--- config.mk ---
export PLATFORM = sky130hd
export DESIGN_NAME = fcsf_status
export DESIGN_NICKNAME = d
export VERILOG_FILES = /design/src/rtl/fcsf_pkg.sv /design/src/rtl/fcsf_status.sv
export SDC_FILE = /design/constraint.sdc
export NUM_CORES = 1
export LEC_CHECK = 0
export BUFFER_PORTS_ARGS = -buffer_cell sky130_fd_sc_hd__buf_4
export CAP_MARGIN = 20
export CORE_MARGIN = 2
export CORE_UTILIZATION = 50
export DETAILED_ROUTE_END_ITERATION = 10
export MAX_ROUTING_LAYER = met4
export PLACE_DENSITY = 0.82
export SETUP_SLACK_MARGIN = 0.4
export SKIP_LAST_GASP = 1
export SYNTH_ARGS = -nofsm -noshare
export SYNTH_HDL_FRONTEND = slang
export SYNTH_SLANG_ARGS = --single-unit
--- constraint.sdc ---
create_clock -name sys_clk_i -period 2.4 [get_ports sys_clk_i]
set_clock_uncertainty 0.15 [all_clocks]
set_input_delay 0.6 -clock sys_clk_i [delete_from_list [all_inputs] [get_ports sys_clk_i]]
set_output_delay 0.6 -clock sys_clk_i [all_outputs]
set_load 0.1 [all_outputs]
--- src/rtl/fcsf_pkg.sv ---
// Constants, register layout and carrier types for the flash command
// status flag block. Assumes an 8-bit register port and one bus clock.
// Function
// RULE1: Normal mode: clearable flags writable, others read-only or zero.
// RULE2: Failure flag writable only in special mode.
// RULE3: Software clears failure flag before new sequence.
// RULE4: Bit 7 shows all buffers empty.
// RULE5: Writing one to bit 7 launches command.
// RULE6: Zero to bit 7 mid-sequence aborts, sets access error.
// RULE7: Zero to bit 7 outside sequence sets nothing.
// RULE8: Buffer-empty interrupt when flag and enable set.
// RULE9: Completion flag low while buffer full, else tracks commands.
// RULE10: Completion stays low when pending command is fetched.
// RULE11: Completion interrupt when flag and enable set.
// RULE12: Bit 5 sets on protected program or erase.
// RULE13: One clears protection flag, zero does nothing.
// RULE14: Protection flag blocks launches and new sequences.
// RULE15: Bit 4 sets on sequence violation, illegal code, fault.
// RULE16: Sector erase abort sets access error.
// RULE17: Stop while command runs sets access error.
// RULE18: One clears access error, zero does nothing.
// RULE19: Access error blocks launches and new sequences.
// RULE20: Fault or verify errors discard buffered command.
// RULE21: Command, address, data form two-stage pipeline.
// RULE22: One write clears several flags together.
// RULE23: Interrupt requests are levels while flag and enable.
`default_nettype none
package fcsf_pkg;

   // Register port geometry.
   localparam int REG_AW = 2;
   localparam int REG_DW = 8;

   // Register offsets.
   localparam logic [REG_AW-1:0] OFS_STATUS = 2'h0;
   localparam logic [REG_AW-1:0] OFS_CONFIG = 2'h1;
   localparam logic [REG_AW-1:0] OFS_CMD    = 2'h2;

   // Status bit positions.
   localparam int BIT_CBE   = 7;
   localparam int BIT_CC    = 6;
   localparam int BIT_PROTECT_VIOLATION_FLAG = 5;
   localparam int BIT_ACC   = 4;
   localparam int BIT_BLANK = 2;
   localparam int BIT_FAIL  = 1;
   localparam int BIT_DFLT  = 0;

   // Configuration bit positions.
   localparam int BIT_CBE_IE = 7;
   localparam int BIT_CC_IE  = 6;

   // Reset values.
   localparam logic [REG_DW-1:0] RST_CONFIG = 8'h00;
   localparam logic [REG_DW-1:0] RST_CMD    = 8'h00;

   // Flash word geometry.
   localparam int FADDR_W = 16;
   localparam int FDATA_W = 16;

   // Command write sequence states.
   typedef enum logic [2:0] {
      SEQ_IDLE = 3'b001,
      SEQ_WORD = 3'b010,
      SEQ_CMD  = 3'b100
   } fcsf_seq_type;

   // Aligned word written into flash space.
   typedef struct packed {
      logic [FADDR_W-1:0] addr;
      logic [FDATA_W-1:0] data;
   } fcsf_word_type;

   // One buffered command.
   typedef struct packed {
      logic [REG_DW-1:0]  code;
      logic [FADDR_W-1:0] addr;
      logic [FDATA_W-1:0] data;
   } fcsf_cmd_type;

endpackage
`default_nettype wire

--- src/rtl/fcsf_status.sv ---
// Status flags, command write sequence and two-stage command pipeline
// for the flash command sequencer. Assumes bus-side strobes are on the
// bus clock; only the mode strap arrives from outside and is synchronised.
//
// Implementation choices: the register addresses and the strobed register port.
`default_nettype none
module fcsf_status
   import fcsf_pkg::*;
(
   // Clock and reset.
   input  wire logic                sys_clk_i,
   input  wire logic                arst_n_i,
   // Register port.
   input  wire logic [REG_AW-1:0]   reg_addr_i,
   input  wire logic [REG_DW-1:0]   reg_wdata_i,
   input  wire logic                reg_wr_i,
   input  wire logic                reg_rd_i,
   output logic      [REG_DW-1:0]   reg_rdata_o,
   // Flash space writes and command checks.
   input  wire logic                flash_wr_i,
   input  wire fcsf_word_type       flash_word_i,
   input  wire logic                flash_protected_i,
   input  wire logic                cmd_illegal_i,
   // Mode and processor events.
   input  wire logic                special_mode_i,
   input  wire logic                cpu_stop_i,
   // Engine side.
   output logic                     launch_o,
   output fcsf_cmd_type             launch_cmd_o,
   input  wire logic                eng_done_i,
   input  wire logic                eng_dfault_i,
   input  wire logic                eng_verify_err_i,
   input  wire logic                eng_erase_abort_i,
   input  wire logic                eng_blank_i,
   input  wire logic                eng_fail_i,
   // Interrupt requests.
   output logic                     cbe_irq_o,
   output logic                     cc_irq_o
);

   fcsf_seq_type  seq_r;
   fcsf_seq_type  seq_nxt;
   fcsf_word_type word_r;
   fcsf_cmd_type  buf_r;
   logic          buf_full_r;
   logic          act_r;
   logic          protect_violation_flag_r;
   logic          access_error_flag_r;
   logic          blank_r;
   logic          fail_r;
   logic          dflt_r;
   logic [REG_DW-1:0] config_r;
   logic [REG_DW-1:0] cmd_r;
   logic          mode_meta_r;
   logic          mode_sync_r;
   logic          cmd_buffer_empty_flag;
   logic          cmd_complete_flag;
   logic          st_wr;
   logic          w1_cbe;
   logic          w0_cbe;
   logic          blocked;
   logic          word_ok;
   logic          cmd_wr;
   logic          launch;
   logic          fetch;
   logic          discard;
   logic          seq_viol;
   logic          protect_violation_flag_set;
   logic          acc_set;
   logic [REG_DW-1:0] status;

   // The mode strap is a pin level, so it crosses two flip-flops.
   always_ff @(posedge sys_clk_i or negedge arst_n_i) begin
      if (!arst_n_i) begin
         mode_meta_r <= 1'b0;
         mode_sync_r <= 1'b0;
      end else begin
         mode_meta_r <= special_mode_i;
         mode_sync_r <= mode_meta_r;
      end
   end

   // Buffer empty and completion are views of the pipeline occupancy.
   assign cmd_buffer_empty_flag = ~buf_full_r;                       // RULE4
   assign cmd_complete_flag  = ~act_r & ~buf_full_r;              // RULE9

   // Decoded register strobes.
   assign st_wr   = reg_wr_i & (reg_addr_i == OFS_STATUS);
   assign cmd_wr  = reg_wr_i & (reg_addr_i == OFS_CMD);
   assign w1_cbe  = st_wr & reg_wdata_i[BIT_CBE];
   assign w0_cbe  = st_wr & ~reg_wdata_i[BIT_CBE];
   assign blocked = protect_violation_flag_r | access_error_flag_r;              // RULE14 RULE19

   // A sequence only starts on an empty buffer with no error pending.
   assign word_ok = flash_wr_i & (seq_r == SEQ_IDLE) & cmd_buffer_empty_flag & ~blocked;
   assign protect_violation_flag_set = word_ok & flash_protected_i;   // RULE12

   // Out-of-order steps of the write sequence.
   always_comb begin
      seq_viol = 1'b0;
      if (!blocked) begin
         if (flash_wr_i && ((seq_r != SEQ_IDLE) || !cmd_buffer_empty_flag)) begin
            seq_viol = 1'b1;
         end
         if (cmd_wr && (seq_r != SEQ_WORD)) begin
            seq_viol = 1'b1;
         end
         if (cmd_wr && (seq_r == SEQ_WORD) && cmd_illegal_i) begin
            seq_viol = 1'b1;
         end
         if (w1_cbe && (seq_r == SEQ_WORD)) begin
            seq_viol = 1'b1;
         end
      end
      if (w0_cbe && (seq_r != SEQ_IDLE)) begin
         seq_viol = 1'b1;                            // RULE6 RULE7
      end
   end

   // Every access error source; engine faults come first in priority
   // only in the sense that none of them can be masked.
   assign acc_set = seq_viol                         // RULE15
                  | eng_dfault_i | eng_verify_err_i
                  | eng_erase_abort_i                // RULE16
                  | (cpu_stop_i & ~cmd_complete_flag);            // RULE17

   // Launch needs a completed sequence and no error flag.
   assign launch = w1_cbe & (seq_r == SEQ_CMD) & ~blocked;  // RULE5

   // Faults that must not let the pending command run.
   assign discard = eng_dfault_i | eng_verify_err_i;        // RULE20
   assign fetch   = buf_full_r & (~act_r | eng_done_i) & ~discard;

   // Sequence state; any error drops the half-built command.
   always_comb begin
      seq_nxt = seq_r;
      case (seq_r)
         SEQ_IDLE: begin
            if (word_ok && !flash_protected_i) begin
               seq_nxt = SEQ_WORD;
            end
         end
         SEQ_WORD: begin
            if (cmd_wr && !cmd_illegal_i && !blocked) begin
               seq_nxt = SEQ_CMD;
            end
         end
         SEQ_CMD: begin
            if (launch) begin
               seq_nxt = SEQ_IDLE;
            end
         end
         default: begin
            seq_nxt = SEQ_IDLE;
         end
      endcase
      if (acc_set || protect_violation_flag_set) begin
         seq_nxt = SEQ_IDLE;                         // RULE6
      end
   end

   always_ff @(posedge sys_clk_i or negedge arst_n_i) begin
      if (!arst_n_i) begin
         seq_r <= SEQ_IDLE;
      end else begin
         seq_r <= seq_nxt;
      end
   end

   // Address and data of the sequence are held until launch.
   always_ff @(posedge sys_clk_i or negedge arst_n_i) begin
      if (!arst_n_i) begin
         word_r <= '0;
         cmd_r  <= RST_CMD;
      end else begin
         if (word_ok) begin
            word_r <= flash_word_i;
         end
         if (cmd_wr && (seq_r == SEQ_WORD) && !blocked) begin
            cmd_r <= reg_wdata_i;
         end
      end
   end

   // Buffer stage of the pipeline; a second command waits here while
   // the first runs, so it goes out on launch_o one cycle after eng_done_i.
   always_ff @(posedge sys_clk_i or negedge arst_n_i) begin
      if (!arst_n_i) begin
         buf_full_r <= 1'b0;
         buf_r      <= '0;
      end else begin
         if (launch) begin
            buf_full_r <= 1'b1;                      // RULE21
            buf_r      <= '{code: cmd_r, addr: word_r.addr,
                            data: word_r.data};
         end else if (fetch || discard) begin
            buf_full_r <= 1'b0;                      // RULE20
         end
      end
   end

   // Active stage; a done with a pending fetch keeps it busy.
   always_ff @(posedge sys_clk_i or negedge arst_n_i) begin
      if (!arst_n_i) begin
         act_r        <= 1'b0;
         launch_o     <= 1'b0;
         launch_cmd_o <= '0;
      end else begin
         launch_o <= fetch;
         if (fetch) begin
            act_r        <= 1'b1;                    // RULE10
            launch_cmd_o <= buf_r;
         end else if (eng_done_i) begin
            act_r <= 1'b0;
         end
      end
   end

   // Error flags: a set in the clearing cycle wins over the clear.
   always_ff @(posedge sys_clk_i or negedge arst_n_i) begin
      if (!arst_n_i) begin
         protect_violation_flag_r  <= 1'b0;
         access_error_flag_r <= 1'b0;
         dflt_r   <= 1'b0;
      end else begin
         protect_violation_flag_r  <= protect_violation_flag_set |
                     (protect_violation_flag_r & ~(st_wr & reg_wdata_i[BIT_PROTECT_VIOLATION_FLAG]));
         access_error_flag_r <= acc_set |
                     (access_error_flag_r & ~(st_wr & reg_wdata_i[BIT_ACC]));
         dflt_r   <= eng_dfault_i |
                     (dflt_r & ~(st_wr & reg_wdata_i[BIT_DFLT]));
      end                                            // RULE13 RULE18 RULE22
   end

   // Verify result is read-only; failure is clearable in special mode.
   always_ff @(posedge sys_clk_i or negedge arst_n_i) begin
      if (!arst_n_i) begin
         blank_r <= 1'b0;
         fail_r  <= 1'b0;
      end else begin
         if (eng_blank_i) begin
            blank_r <= 1'b1;
         end else if (launch_o) begin
            blank_r <= 1'b0;
         end
         fail_r <= eng_fail_i |
                   (fail_r & ~(st_wr & mode_sync_r &
                               reg_wdata_i[BIT_FAIL]));   // RULE2
      end
   end

   // Configuration carries the two interrupt enables only.
   always_ff @(posedge sys_clk_i or negedge arst_n_i) begin
      if (!arst_n_i) begin
         config_r <= RST_CONFIG;
      end else if (reg_wr_i && (reg_addr_i == OFS_CONFIG)) begin
         config_r <= '0;
         config_r[BIT_CBE_IE] <= reg_wdata_i[BIT_CBE_IE];
         config_r[BIT_CC_IE]  <= reg_wdata_i[BIT_CC_IE];
      end
   end

   // Status view; failure hides in normal mode, unused bits are zero.
   always_comb begin
      status            = '0;
      status[BIT_CBE]   = cmd_buffer_empty_flag;
      status[BIT_CC]    = cmd_complete_flag;
      status[BIT_PROTECT_VIOLATION_FLAG] = protect_violation_flag_r;
      status[BIT_ACC]   = access_error_flag_r;
      status[BIT_BLANK] = blank_r;
      status[BIT_FAIL]  = fail_r & mode_sync_r;      // RULE1 RULE2
      status[BIT_DFLT]  = dflt_r;
   end

   // Read data stand one cycle after the strobe; unmapped reads zero.
   always_ff @(posedge sys_clk_i or negedge arst_n_i) begin
      if (!arst_n_i) begin
         reg_rdata_o <= '0;
      end else if (reg_rd_i) begin
         case (reg_addr_i)
            OFS_STATUS: reg_rdata_o <= status;
            OFS_CONFIG: reg_rdata_o <= config_r;
            OFS_CMD:    reg_rdata_o <= cmd_r;
            default:    reg_rdata_o <= '0;
         endcase
      end else begin
         reg_rdata_o <= '0;
      end
   end

   // Level requests, so a missed edge cannot lose an interrupt.
   assign cbe_irq_o = cmd_buffer_empty_flag & config_r[BIT_CBE_IE];  // RULE8 RULE23
   assign cc_irq_o  = cmd_complete_flag & config_r[BIT_CC_IE];    // RULE11 RULE23
endmodule
`default_nettype wire

# Yosys cells after proc, flatten, opt, wreduce, memory -nomap -nowiden
# Cells that the tools add are included.
# op_classes
n_eq_ne,10
muxes,19
n_bitwise,47
n_reduce_logical,22
# op_table
cell,n
$and 1x1->1,26
$pmux 8 s3,1
$mux 1,12
$mux 3,4
$logic_and 1x1->1,11
$or 1x1->1,11
$not 1->1,10
$ne 3x1->1 const B,3
$pmux 3 s3,1
$mux 8,1
$ne 3x2->1 const B,2
$reduce_bool 2->1,3
$eq 3x1->1 const B,1
$eq 3x2->1 const B,1
$eq 3x3->1 const B,1
$logic_not 1->1,3
$logic_or 1x1->1,3
$reduce_and 3->1,1
$eq 2x1->1 const B,1
$eq 2x2->1 const B,1
$logic_not 2->1,1
# totals
register_bits,143
in_bits,57
word_cells,120

# Depth between registers and ports, before layout
# logic_depth
word_depth,16
ltp_mapped,6

# Worst setup path before layout
# No wires, ideal clock.
# synth_path
path_kind,reg2out
from,register buf_full_r
to,output port cc_irq_o
arrival_ns,2.756
path_slack_ns,-1.106
stages_incl_launch_ff,3
cell_sequence,dfrtp_1 clkbuf_1 nor3b_1
# synth_via
elab_chain_len,3
# synth_rtl
item,line_no,text
from (decl),fcsf_status.sv:45,logic buf_full_r;
from (signal assigned),fcsf_status.sv:189,buf_full_r <= 1'b0;
from (signal assigned),fcsf_status.sv:193,buf_full_r <= 1'b1;
from (signal assigned),fcsf_status.sv:197,buf_full_r <= 1'b0;
$not 1->1,fcsf_status.sv:85,assign cmd_complete_flag = ~act_r & ~buf_full_r;
$and 1x1->1,fcsf_status.sv:85,
$and 1x1->1,fcsf_status.sv:293,assign cc_irq_o = cmd_complete_flag & config_r[BIT_CC_IE];
to (decl),fcsf_status.sv:38,output logic cc_irq_o
# Every way passes these cells.

# Final worst setup path
# layout_path
from,register act_r
to,output port cc_irq_o
# layout_via
elab_chain_len,3
# layout_rtl
item,line_no,text
from (decl),fcsf_status.sv:46,logic act_r;
from (signal assigned),fcsf_status.sv:205,act_r <= 1'b0;
from (signal assigned),fcsf_status.sv:211,act_r <= 1'b1;
from (signal assigned),fcsf_status.sv:214,act_r <= 1'b0;
$not 1->1,fcsf_status.sv:85,
$and 1x1->1,fcsf_status.sv:85,
$and 1x1->1,fcsf_status.sv:293,
# Every way passes these cells.

==> metrics.txt <==
# TYPE chip_impl_metric gauge
chip_impl_metric{name="initial_drc_count",unit=""} 170
chip_impl_metric{name="die_y",unit="µm"} 110
chip_impl_metric{name="hold_viol_final",unit=""} 0
chip_impl_metric{name="syn-instance-count",unit=""} 358
chip_impl_metric{name="initial_core_util",unit="%"} 51.7
chip_impl_metric{name="design.die.area",unit="µm²"} 12100
chip_impl_metric{name="routedWlPerCell",unit="µm"} 18.1
chip_impl_info{name="synth-main-ff-cell",value="sky130_fd_sc_hd__dfrtp_1"} 1
chip_impl_metric{name="period_needed",unit="ps"} 2150
chip_impl_metric{name="routed_wl",unit="µm"} 11600
chip_impl_metric{name="postLayoutCoreUtil",unit="%"} 68.7
chip_impl_metric{name="timing.max_slew.rel_slack",unit="%"} 69.4
chip_impl_info{name="run_status",value="finished clean"} 1
chip_impl_metric{name="overflow",unit=""} 0
chip_impl_metric{name="antenna_violating_nets_left",unit=""} 0
chip_impl_info{name="tritoncts_clock_tree",value="built"} 1
chip_impl_info{name="yosys-top-cells-area",value="sky130_fd_sc_hd__dfrtp_1 63%, sky130_fd_sc_hd__mux2_2 18%, sky130_fd_sc_hd__mux2_4 7.7%, sky130_fd_sc_hd__nand2_1 0.87%, sky130_fd_sc_hd__buf_6 0.80%"} 1
chip_impl_metric{name="worstSkewPairLatency",unit="ps"} 520
chip_impl_metric{name="ys_ff_latch",unit=""} 143
chip_impl_metric{name="post_synth_num_cell_types",unit=""} 36
chip_impl_metric{name="cts_sinks",unit=""} 143
chip_impl_metric{name="core_box_area",unit="µm²"} 10900
chip_impl_metric{name="clock_transition_at_the_registers_of_the_reported_paths",unit="ps"} 60
chip_impl_metric{name="first_global_vias",unit=""} 3593
chip_impl_metric{name="fin_tns_setup",unit="ps"} 0
chip_impl_metric{name="sequential_area_share_after_synthesis",unit="%"} 63.6
chip_impl_metric{name="synthMuxAreaShare",unit="%"} 27.1
chip_impl_metric{name="boundaryPins",unit=""} 108
chip_impl_metric{name="final.hold.worst_slack",unit="ps"} 42.2
chip_impl_metric{name="hpwl",unit="µm"} 7270
chip_impl_metric{name="finalSetupViolCount",unit=""} 0
chip_impl_metric{name="cts_inserted_buffers",unit=""} 17
chip_impl_metric{name="finalWeightedCongestion",unit=""} 0.827
chip_impl_metric{name="synth.top_cell.area_share",unit="%"} 63.2
chip_impl_metric{name="placement_rows",unit=""} 38
chip_impl_metric{name="cts.htree.levels",unit=""} 4
chip_impl_metric{name="adder_and_majority_gate_portion_of_the_synthesized_area",unit="%"} 0
chip_impl_info{name="startpoint",value="act_r"} 1
chip_impl_metric{name="io_buffers",unit=""} 107
chip_impl_metric{name="vias",unit=""} 3408
chip_impl_metric{name="synth_xor_xnor_area_share",unit="%"} 0
chip_impl_metric{name="grt_max_degree",unit=""} 50
chip_impl_metric{name="dp_cells",unit=""} 601
chip_impl_metric{name="grt_pass1_wl",unit="µm"} 18300
chip_impl_info{name="hold_path.startpoint",value="special_mode_i"} 1
chip_impl_metric{name="worst_pin_slew",unit="ps"} 458
chip_impl_metric{name="setup.reg_to_reg.worst_slack",unit="ps"} 250
chip_impl_metric{name="stdcell_count",unit=""} 641
chip_impl_info{name="worst_hold_path_type",value="primary input to register"} 1
chip_impl_metric{name="filler_cell_count",unit=""} 728
chip_impl_info{name="synth.cells.most_frequent",value="142 x sky130_fd_sc_hd__dfrtp_1, 91 x sky130_fd_sc_hd__mux2_2, 29 x sky130_fd_sc_hd__mux2_4"} 1
chip_impl_metric{name="critPathRequiredTime",unit="ps"} 1650
chip_impl_info{name="setup.worst_path.end_class",value="output port"} 1
chip_impl_metric{name="crit_fanout",unit=""} 4
chip_impl_info{name="setup.worst_path.class",value="register to output port"} 1
chip_impl_metric{name="avgSynthCellArea",unit="µm²"} 15.7
chip_impl_metric{name="synth_enable_flop_cells",unit=""} 0
chip_impl_metric{name="grt_antenna_before_repair",unit=""} 0
chip_impl_metric{name="layout.area.seq",unit="µm²"} 3580
chip_impl_metric{name="final_max_tran_viols",unit=""} 0
chip_impl_info{name="rr_endpoint",value="word_r[5]"} 1
chip_impl_metric{name="arrival",unit="ps"} 1400
chip_impl_metric{name="detailedRoute.firstPassIterationCount",unit=""} 4
chip_impl_metric{name="cap_viol_max_count",unit=""} 0
chip_impl_metric{name="insertedDiodeCount",unit=""} 0
chip_impl_metric{name="synth_area",unit="µm²"} 5630
chip_impl_info{name="worstSetupStartpointType",value="register"} 1
chip_impl_metric{name="fin_nets",unit=""} 547
chip_impl_info{name="synth_top_family_by_area",value="multiplexers"} 1
chip_impl_info{name="timing.rr.start",value="seq_r[0]"} 1
chip_impl_metric{name="layout_worst_path_cycle_share",unit="%"} 89.6
chip_impl_metric{name="synth_fp_nets",unit=""} 415
chip_impl_metric{name="max-vdd-ir-drop",unit="mV"} 0.599
chip_impl_metric{name="leakage",unit="µW"} 0.00393
chip_impl_info{name="worstSetupEndpoint",value="cc_irq_o"} 1
chip_impl_metric{name="fmax",unit="MHz"} 465
chip_impl_metric{name="final_layout_size_suffix_gt1_share",unit="%"} 59.3
chip_impl_metric{name="post-layout-total-power",unit="µW"} 5530
chip_impl_metric{name="synth_compound_gate_area_share",unit="%"} 2.40
chip_impl_metric{name="synthToLayoutAreaGrowth",unit="%"} 32.9
chip_impl_metric{name="synth.yosys.warnings",unit=""} 0
chip_impl_info{name="yosys.area.top_type",value="sky130_fd_sc_hd__dfrtp_1"} 1
chip_impl_metric{name="ctsLongestPathBuffers",unit=""} 2
chip_impl_info{name="most_frequently_used_cell_type_in_the_post_synthesis_netlist",value="sky130_fd_sc_hd__dfrtp_1"} 1
chip_impl_metric{name="async_reset_ff_share",unit="%"} 100
chip_impl_metric{name="drc",unit=""} 0
chip_impl_metric{name="die_w",unit="µm"} 110
chip_impl_info{name="grt_setup_unrepaired",value="true"} 1
chip_impl_metric{name="reg2regPathDepth",unit=""} 4
chip_impl_metric{name="global_route.usage.total",unit="%"} 21.0
chip_impl_info{name="cts_root_buf",value="sky130_fd_sc_hd__clkbuf_8"} 1
chip_impl_metric{name="pwr_density_cell",unit="nW/µm²"} 740
chip_impl_metric{name="synth_simple_gate_area_share",unit="%"} 5.05
chip_impl_metric{name="via_per_inst",unit=""} 5.32
chip_impl_metric{name="multi_input_comb_area",unit="µm²"} 2040
-- worst min-delay path by stage --
stage                           to  slack (ps)  cells after the start
3_5_place_dp           mode_sync_r         190                      0
5_1_grt                mode_meta_r          10                      1
6_report               mode_meta_r          40                      1
3_3_place_gp           mode_sync_r         190                      0
2_1_floorplan  access_error_flag_r         150                      0
4_1_cts                mode_meta_r          20                      1
-- final cells by class --
cell class,count,share of cell area (%)
well taps,140,2.34
multi-input cells,197,27.3
clock inverters,6,1.07
clock buffers,24,6.69
inverters,3,0.151
flip-flops and latches,143,47.9
repair buffers,128,14.5
-- worst max-delay path, stage by stage (launching register included) --
cell and delay [ps]:
sky130_fd_sc_hd__dfrtp_2 440, sky130_fd_sc_hd__nor3b_4 240, sky130_fd_sc_hd__buf_12 200
-- state kept, by name (all words and copies together), names as in the netlist, 2 cells and up --
name / cells
buf_r: 40
word_r: 32
seq_r: 3
config_r: 2
cmd_r: 8
launch_cmd_o: 40
reg_rdata_o: 8
-- metrics by stage --
| stage | area, µm² | setup WS [ps] |
|---|---|---|
| 2_1_floorplan | 5720 | 303 |
| 3_3_place_gp | 6690 | 105 |
| 3_5_place_dp | 6690 | 105 |
| 4_1_cts | 7420 | 216 |
| 5_1_grt | 7480 | 180 |
| 6_report | 7480 | 249 |
-- cell usage in the layout, fill, tap and decap left out, drive strengths merged, types with 2 or more instances in the layout --
master	count
a21o	4
a21oi	4
and2	2
buf	127
bufinv	2
clkbuf	24
clkinv	4
dfrtp	142
inv	3
mux2	122
mux2i	4
nand2	13
nand2b	5
nand3	5
nor2	11
nor2b	2
nor3b	4
nor4b	2
o21ai	6
or3b	3
-- what timing repair did --
action,CTS,global route
cloned,2,0
hold endpoints to repair,45,0
setup endpoints to repair,38,46
pin swaps,2,5
setup buffers,2,5
hold buffers,1,0
gates resized for setup,19,5
-- per-layer routing --
layer  track usage [%]  vias to the layer above  part of all wire [%]
li1                  -                     1537                     -
met1              25.3                     1746                    43
met2              33.7                      104                    49
met3              7.00                       21                   6.2
met4              6.69                        0                   1.6
met5                 -                        -                     0
-- power by group --
part / switching (µW) / leakage [µW] / internal, µW
logic: 210 / 0.00172 / 219
registers: 54.1 / 0.00191 / 2500
clock network: 921 / 0.000293 / 1630
-- kinds of logic (layout without fill, tap and decap cells) --
| logic type | after synthesis | after routing |
|---|---|---|
| buf+inv | 18 | 161 |
| compound gates | 20 | 20 |
| flops | 143 | 143 |
| simple gates | 51 | 51 |
| mux | 126 | 126 |
No activity file was read; power rests on OpenSTA's default activity.
